## src/inc/xls_regs.vh

```
`ifndef XLS_REGS_VH
`define XLS_REGS_VH
`define XLS_LINK_OFS        12'h0C0
`define XLS_SLOT_OFS        12'h0C4
`define XLS_PWR_LSB         0
`define XLS_CPL_BIT         3
`define XLS_DIS_BIT         4
`define XLS_RETRAIN_BIT     5
`define XLS_CCLK_BIT        6
`define XLS_XSYNC_BIT       7
`define XLS_SPEED_LSB       16
`define XLS_WIDTH_LSB       20
`define XLS_TERR_BIT        26
`define XLS_TRAIN_BIT       27
`define XLS_SCLK_BIT        28
`define XLS_SPEED_2G5       4'h1
`define XLS_WIDTH_X1        6'h01
`define XLS_ATTN_BTN_BIT    0
`define XLS_LATCH_BIT       2
`define XLS_ATTN_IND_BIT    3
`define XLS_PWR_IND_BIT     4
`define XLS_HP_CAP_BIT      6
`endif

```

## src/hw/xls_sync.v

```verilog
// three-stage synchroniser; output changes when stages two and three agree
module xls_sync
(
  input  wire clk,
  input  wire rstn,
  input  wire din,
  output reg  dout
);
  reg s1_reg;
  reg s2_reg;
  reg s3_reg;

  always @(posedge clk)
  begin
    if (!rstn)
    begin
      s1_reg <= 1'b0;
      s2_reg <= 1'b0;
      s3_reg <= 1'b0;
      dout   <= 1'b0;
    end
    else
    begin
      s1_reg <= din;
      s2_reg <= s1_reg;
      s3_reg <= s2_reg;
      if (s2_reg == s3_reg)
        dout <= s3_reg;
    end
  end
endmodule // xls_sync

```

## src/hw/xls_regs.v

```verilog
`include "xls_regs.vh"

module xls_regs
(
  // clock and reset
  input  wire        clk,
  input  wire        rstn,
  // apb slave
  input  wire        psel,
  input  wire        penable,
  input  wire        pwrite,
  input  wire [11:0] paddr,
  input  wire [31:0] pwdata,
  output reg  [31:0] prdata,
  output reg         pready,
  output reg         pslverr,
  // straps and link state inputs (pins)
  input  wire        reverse_mode,
  input  wire        hot_plug_strap,
  input  wire        train_error,
  input  wire        training,
  // link control outputs
  output reg  [1:0]  pwr_entry,
  output reg         link_disable,
  output reg         retrain,
  output reg         common_clk,
  output reg         ext_sync
);
  wire rev_s;
  wire hp_s;
  wire terr_s;
  wire train_s;
  reg  hp_pres_reg;
  wire wr_en;
  wire rd_en;
  reg  [31:0] rd_next;

  xls_sync u_rev   (.clk(clk), .rstn(rstn), .din(reverse_mode),   .dout(rev_s));
  xls_sync u_hp    (.clk(clk), .rstn(rstn), .din(hot_plug_strap), .dout(hp_s));
  xls_sync u_terr  (.clk(clk), .rstn(rstn), .din(train_error),    .dout(terr_s));
  xls_sync u_train (.clk(clk), .rstn(rstn), .din(training),       .dout(train_s));

  assign wr_en = psel && penable && pwrite && pready;
  assign rd_en = psel && !penable && !pwrite;

  function [31:0] slot_word;
    input hp;
    begin
      slot_word = 32'h0;
      slot_word[`XLS_ATTN_BTN_BIT] = hp;
      slot_word[`XLS_LATCH_BIT]    = hp;
      slot_word[`XLS_ATTN_IND_BIT] = hp;
      slot_word[`XLS_PWR_IND_BIT]  = hp;
      slot_word[`XLS_HP_CAP_BIT]   = hp;
    end
  endfunction

  // reverse_mode and hot_plug_strap ANDed and registered each clock after reset release, through the synchronisers
  always @(posedge clk)
  begin
    if (!rstn)
    begin
      hp_pres_reg    <= 1'b0;
    end
    else
    begin
      hp_pres_reg    <= rev_s & hp_s;
    end
  end

  always @*
  begin
    rd_next = 32'h0;
    case (paddr)
      `XLS_LINK_OFS:
      begin
        rd_next[`XLS_PWR_LSB +: 2]   = pwr_entry;
        rd_next[`XLS_CPL_BIT]        = 1'b0;
        rd_next[`XLS_DIS_BIT]        = link_disable;
        rd_next[`XLS_RETRAIN_BIT]    = retrain;
        rd_next[`XLS_CCLK_BIT]       = common_clk;
        rd_next[`XLS_XSYNC_BIT]      = ext_sync;
        rd_next[`XLS_SPEED_LSB +: 4] = `XLS_SPEED_2G5;
        rd_next[`XLS_WIDTH_LSB +: 6] = `XLS_WIDTH_X1;
        rd_next[`XLS_TERR_BIT]       = terr_s;
        rd_next[`XLS_TRAIN_BIT]      = train_s;
        rd_next[`XLS_SCLK_BIT]       = 1'b1;
      end
      `XLS_SLOT_OFS:
        rd_next = slot_word(hp_pres_reg);
      default:
        rd_next = 32'h0;
    endcase
  end

  // no wait state: setup, then access with pready in the next cycle
  always @(posedge clk)
  begin
    if (!rstn)
    begin
      prdata       <= 32'h0;
      pready       <= 1'b0;
      pslverr      <= 1'b0;
      pwr_entry    <= 2'b00;
      link_disable <= 1'b0;
      retrain      <= 1'b0;
      common_clk   <= 1'b0;
      ext_sync     <= 1'b0;
    end
    else
    begin
      pready  <= psel && !penable;
      pslverr <= psel && !penable && (paddr != `XLS_LINK_OFS) && (paddr != `XLS_SLOT_OFS);
      if (rd_en)
        prdata <= rd_next;
      if (wr_en && paddr == `XLS_LINK_OFS)
      begin
        pwr_entry  <= pwdata[`XLS_PWR_LSB +: 2];
        common_clk <= pwdata[`XLS_CCLK_BIT];
        ext_sync   <= pwdata[`XLS_XSYNC_BIT];
        if (rev_s)
        begin
          link_disable <= pwdata[`XLS_DIS_BIT];
          retrain      <= pwdata[`XLS_RETRAIN_BIT];
        end
      end
    end
  end
endmodule // xls_regs

```

## config.mk

```make
export PLATFORM = sky130hd
export DESIGN_NAME = xls_regs
export DESIGN_NICKNAME = d
export VERILOG_FILES = /design/src/hw/xls_sync.v /design/src/hw/xls_regs.v
export VERILOG_INCLUDE_DIRS = /design/src /design/src/inc
export SDC_FILE = /design/constraint.sdc
export NUM_CORES = 1
export LEC_CHECK = 0
export ABC_AREA = 0
export BUFFER_PORTS_ARGS = -buffer_cell sky130_fd_sc_hd__buf_4
export CAP_MARGIN = 10
export CORE_ASPECT_RATIO = 0.6
export CORE_MARGIN = 8
export CORE_UTILIZATION = 41
export DETAILED_ROUTE_END_ITERATION = 10
export PLACE_DENSITY = 0.78
export SLEW_MARGIN = 20
export SYNTH_ARGS = -nofsm -noshare
export SYNTH_HDL_FRONTEND = slang
export SYNTH_HIERARCHICAL = 1
export SYNTH_SLANG_ARGS = --single-unit
```

## constraint.sdc

```tcl
create_clock -name clk -period 2.2 [get_ports clk]
set_input_delay 0.44 -clock clk [delete_from_list [all_inputs] [get_ports clk]]
set_output_delay 0.44 -clock clk [all_outputs]
set_load 0.01 [all_outputs]
```

# After elaboration in Yosys (flattened, before gate mapping)
# Index checks and enable logic that the tools add are counted.
[totals] regBits=46 in_bits=53 out_inout_bits=40 wordCells=49
[classes] n_eq_ne=8 n_mux=4 bitwise=1 n_reduce_logical=11
[op_table] cell="$eq 12x8->1 const B" n=2
[op_table] cell="$ne 12x8->1 const B" n=2
[op_table] cell="$mux 13" n=1
[op_table] cell="$pmux 5 s2" n=1
[op_table] cell="$logic_and 1x1->1" n=8
[op_table] cell="$eq 1x1->1" n=4
[op_table] cell="$pmux 2 s2" n=1
[op_table] cell="$logic_not 1->1" n=2
[op_table] cell="$reduce_and 2->1" n=1
[op_table] cell="$and 1x1->1" n=1
[op_table] cell="$mux 1" n=1

# Longest topological paths before layout
[depth] word_depth=5 mapped_depth=4 mapped_depth_nobuf=4

# Modules after synthesis
# Netlist, hierarchy kept.
[modules_own_cells] module="xls_regs" n_inst=1 cells_each=100 area_per_inst_um2=939.7 seq_area_each_um2=400.4
[modules_own_cells] module="xls_sync" n_inst=4 cells_each=10 area_per_inst_um2=116.4 seq_area_each_um2=80.1

# Least setup slack after synthesis
# Ideal clock, no wire load.
[synth_path] kind="input to register" from="input paddr[1]" to="register common_clk" setup_ns=0.128 arrival_time_ns=1.732 t_required_ns=2.072 setup_slack_ns=0.340 stages=4 path_buffers=0 path_cell_list="or4b_4 -> nor4_4 -> mux2i_1 -> nor2_1"
[synth_between] elab_chain_len=2
[synth_lines] item="start: declaration" line_no="xls_regs.v:12" source="input wire [11:0] paddr,"
[synth_lines] item="$eq 12x8->1"
[synth_lines] item="$logic_and 1x1->1 (no line)"
[synth_lines] item="end signal: assignment" line_no="xls_regs.v:119" source="common_clk <= pwdata[`XLS_CCLK_BIT];"
[synth_lines] item="end: declaration" line_no="xls_regs.v:26" source="output reg common_clk,"
# No other way between the ends.
# A chain may end at the register's enable or synchronous reset.

# Final worst setup path
[layout_path] from="input paddr[1]" to="register prdata[2]"
[layout_between] elab_chain_len=2
[layout_lines] item="$eq 12x8->1"
[layout_lines] item="$mux 1" line_no="xls_regs.v:74" source="case (paddr)"
[layout_lines] item="end signal: assignment" line_no="xls_regs.v:115" source="prdata <= rd_next;"
[layout_lines] item="end: declaration" line_no="xls_regs.v:14" source="output reg [31:0] prdata,"
# No other way between the ends.

==> parameters.txt <==
Parameter                              Value

Synth
  Synth Flop Type ... sky130_fd_sc_hd__dfxtp_1
  Dominant cells by area after synthesis ... sky130_fd_sc_hd__dfxtp_1 (51%), sky130_fd_sc_hd__buf_4 (11%), sky130_fd_sc_hd__mux2i_1 (4.3%), sky130_fd_sc_hd__nand2_1 (4.3%), sky130_fd_sc_hd__and2_1 (3.6%)
  Sequential fraction of the synthesis area ... 51.3%
  Ys async rst share ... 0%
  Number of enable flip-flop cells after synthesis ... 0
  Gate Count Post-Synth ... 140
  Share of the synthesized area in the top cell type ... 51.3%
  Most frequently used cell type in the post-synthesis netlist ... sky130_fd_sc_hd__dfxtp_1
  Post-synth cell types ... 28
  Area leader, netlist ... sky130_fd_sc_hd__dfxtp_1
  Top post-synthesis cells by count ... sky130_fd_sc_hd__dfxtp_1 (36), sky130_fd_sc_hd__buf_4 (21), sky130_fd_sc_hd__nand2_1 (16)
  Avg Cell Area, Syn ... 10.0 sq um
  Mapped Area ... 1410 sq um
  Number of synthesized register bits ... 36
  Number of synthesis warnings ... 6

STA
  Minimum clock period ... 1.71 ns
  Fin. max-slew vios ... 0
  Setup TNS ... 0 ns
  Count of final hold-check violations ... 0
  Count of endpoints failing setup in the final report ... 0
  Clock Skews ... 0.00438 ns
  Tcrit/Tclk final ... 77.6%
  Maximum frequency from static timing analysis ... 586 MHz
  Unrepaired setup endpoints after global routing ... false

CTS
  Maximum clock insertion buffer count ... 2
  Clock sinks ... 36
  Hold Buf Count CTS ... 0
  H-Tree Depth ... 2
  Clock buffer count from CTS ... 5
  Root buf cell ... sky130_fd_sc_hd__clkbuf_8
  Clock tree from TritonCTS ... yes
  Post-CTS Resized ... 0
  Clock latency on the worst-skew pair ... 0.28 ns
  Post-CTS clock slew at the launch and capture registers of the worst setup and hold paths ... 0.07 ns
  # Post-CTS Setup Buffers ... 0

Job
  Maximum capacitance violations ... 0

Pwr
  Net Sw Frac ... 21.5%
  Net switching power ... 0.000252 W
  LEAKAGE ... 0.828 nW
  Clock group share of total power ... 35.9%
  Part of the power in combinational logic ... 7.3%
  Sequential power share ... 56.8%
  Internal cell power ... 0.000920 W
  Power per unit of standard cell area ... 645 nW/um^2
  Worst ir drop on vdd ... 0.328 mV

Global route
  First-pass GRT wire length ... 4820 microns
  GRT Util Overall ... 10.9%
  Number of global-route vias before repair ... 1027
  Overflow left after global routing ... 0
  Number of antenna violations at the first check in global routing ... 0
  Largest net degree at the start of global routing ... 23

Critical path
  CP Max Fanout ... 5
  Required time reported for the critical path endpoint ... 2.41 ns
  Endpoint class of the critical path ... flip-flop
  Startpoint types ... input port
  Critical Path AT ... 1.91 ns
  Worst setup path class ... input port to flip-flop

Floorplan
  Starting utilization of the core area ... 43.1%
  Die Y-Extent ... 61.3 microns
  Placeable core region ... 3260 sq um
  Die Outline Area ... 5620 sq um
  Total I/O pin count ... 93
  Width of the die ... 91.6 microns
  Row count ... 16

Finish
  NumNets Final ... 245
  # diodes ... 0
  Flip-flop count of the largest register after layout ... 11
  Fraction of layout cells with a size suffix above 1 ... 33.9%
  Register with the most flip-flops ... prdata
  Area of all placed cells without fillers ... 1820 sq um
  Area added between synthesis and finish ... 29.3%
  Top flop regs ... prdata (11), pwr_entry (2)

Route
  Via count ... 1073
  Average wire length per cell after detail routing ... 13.0 microns
  Total length of routed wires ... 3080 microns
  DRT iter0 DRCs ... 47
  Number of nets with antenna violations after routing ... 0
  First-pass iteration count of the detailed router ... 4
  Residual DRC count ... 0
  DR vias/cell ... 4.53

Place
  Count of buffers inserted at the top-level ports ... 47
  Cell area reported after detailed placement ... 1740 sq um
  Half-perimeter wire length after placement ... 2440 microns
  Gp weighted congestion ... 0.736

Worst hold path
  Kind of path behind the tightest hold check ... input port to flip-flop

Status
  Outcome ... finished, final reports clean
worst max-delay path, cell delays in order:
cell                      delay [ns]
sky130_fd_sc_hd__buf_4          0.11
sky130_fd_sc_hd__or4b_4         0.58
sky130_fd_sc_hd__nor3_1         0.30
sky130_fd_sc_hd__nand4_1        0.27
sky130_fd_sc_hd__a21oi_1        0.22
cells in the final DEF, fill, tap and decap left out:
master / synthesis / final
sky130_fd_sc_hd__clkbuf_8: 0 / 5
sky130_fd_sc_hd__a31oi_1: 3 / 3
sky130_fd_sc_hd__or4b_1: 1 / 1
sky130_fd_sc_hd__or3_1: 1 / 1
sky130_fd_sc_hd__and2_1: 8 / 8
sky130_fd_sc_hd__and2_2: 4 / 4
sky130_fd_sc_hd__nor3b_1: 1 / 1
sky130_fd_sc_hd__or4b_4: 2 / 2
sky130_fd_sc_hd__a21oi_1: 3 / 3
sky130_fd_sc_hd__nand4b_1: 1 / 1
sky130_fd_sc_hd__clkinv_2: 0 / 1
sky130_fd_sc_hd__clkbuf_1: 2 / 1
sky130_fd_sc_hd__inv_1: 2 / 2
sky130_fd_sc_hd__or3b_1: 1 / 1
sky130_fd_sc_hd__nand2_2: 1 / 1
sky130_fd_sc_hd__buf_4: 21 / 50
sky130_fd_sc_hd__mux2i_1: 6 / 6
sky130_fd_sc_hd__nor2b_1: 1 / 1
sky130_fd_sc_hd__o21ai_1: 4 / 4
sky130_fd_sc_hd__nor4_4: 2 / 2
sky130_fd_sc_hd__a22oi_1: 5 / 5
sky130_fd_sc_hd__dfxtp_1: 36 / 36
sky130_fd_sc_hd__a21boi_1: 4 / 4
sky130_fd_sc_hd__nand4_1: 1 / 1
sky130_fd_sc_hd__conb_1: 1 / 19
sky130_fd_sc_hd__nor2_1: 10 / 10
sky130_fd_sc_hd__nor3_1: 1 / 1
sky130_fd_sc_hd__nand2_1: 16 / 16
sky130_fd_sc_hd__and3_1: 1 / 1
sky130_fd_sc_hd__or4_1: 1 / 1
path summary, 6_finish.rpt:
path,startpoint,end,slack [ns],depth (start not counted)
max reg2reg,pready$_SDFF_PN0_,ext_sync$_SDFFE_PN0P_,0.91,5
min,penable,pready$_SDFF_PN0_,0.35,2
max,paddr[1],prdata[2]$_SDFFE_PN0P_,0.49,5
min reg2reg,u_rev/s1_reg$_SDFF_PN0_,u_rev/s2_reg$_SDFF_PN0_,0.43,1
power groups by stage:
stage	Sequential, W	Clock, W	Combinational (W)
final	0.000666	0.000420	0.0000852
after global routing	0.000666	0.000465	0.0000939
after CTS	0.000666	0.000437	0.0000845
after detailed placement	0.000681	0	0.0000842
after global placement	0.000680	0	0.0000831
after floorplan	0.000680	0	0.0000613
metrics by stage:
step | worst slack [ns] | hold slack (ns) | total power, W | util (%) | std cells
floorplan | 0.340 | 0.412 | 0.000742 | - | 158
global placement | 0.222 | 0.414 | 0.000764 | 53.3 | 230
detailed placement | 0.200 | 0.420 | 0.000765 | 53.3 | 230
CTS | 0.496 | 0.340 | 0.00119 | 55.7 | 237
global route | 0.391 | 0.346 | 0.00122 | 55.7 | 237
finish | 0.494 | 0.349 | 0.00117 | 55.7 | 237
metal layers:
metal  vias to the layer above  share of wire, %  global-route usage, %
met5                         -                 0                      0
met1                       482                46                   13.5
met3                         5                13                   6.57
met2                        49                40                   14.9
met4                         0              0.97                   4.16
li1                        537                 -                      -
final cells by class:
cell class	instances	area, sq um
clock buffer	6	72.6
clock inverter	1	5.00
fill	300	1450
inverter	2	7.51
multi-input combinational	97	579
sequential	36	721
tap	45	56.3
timing repair buffer	50	375
cells by family (layout without fill, tap and decap cells):
group                  count (synthesis)  in the layout  share of synthesized area [%]
AO/OA/AOI/OAI                         19             19                           8.64
flip-flops                            36             36                           51.3
AND/OR/NAND/NOR                       53             53                           23.2
multiplexers                           6              6                           4.27
other                                  1             19                          0.267
buffers and inverters                 25             59                           12.3
Note: power is estimated with default switching activity, not from simulation.
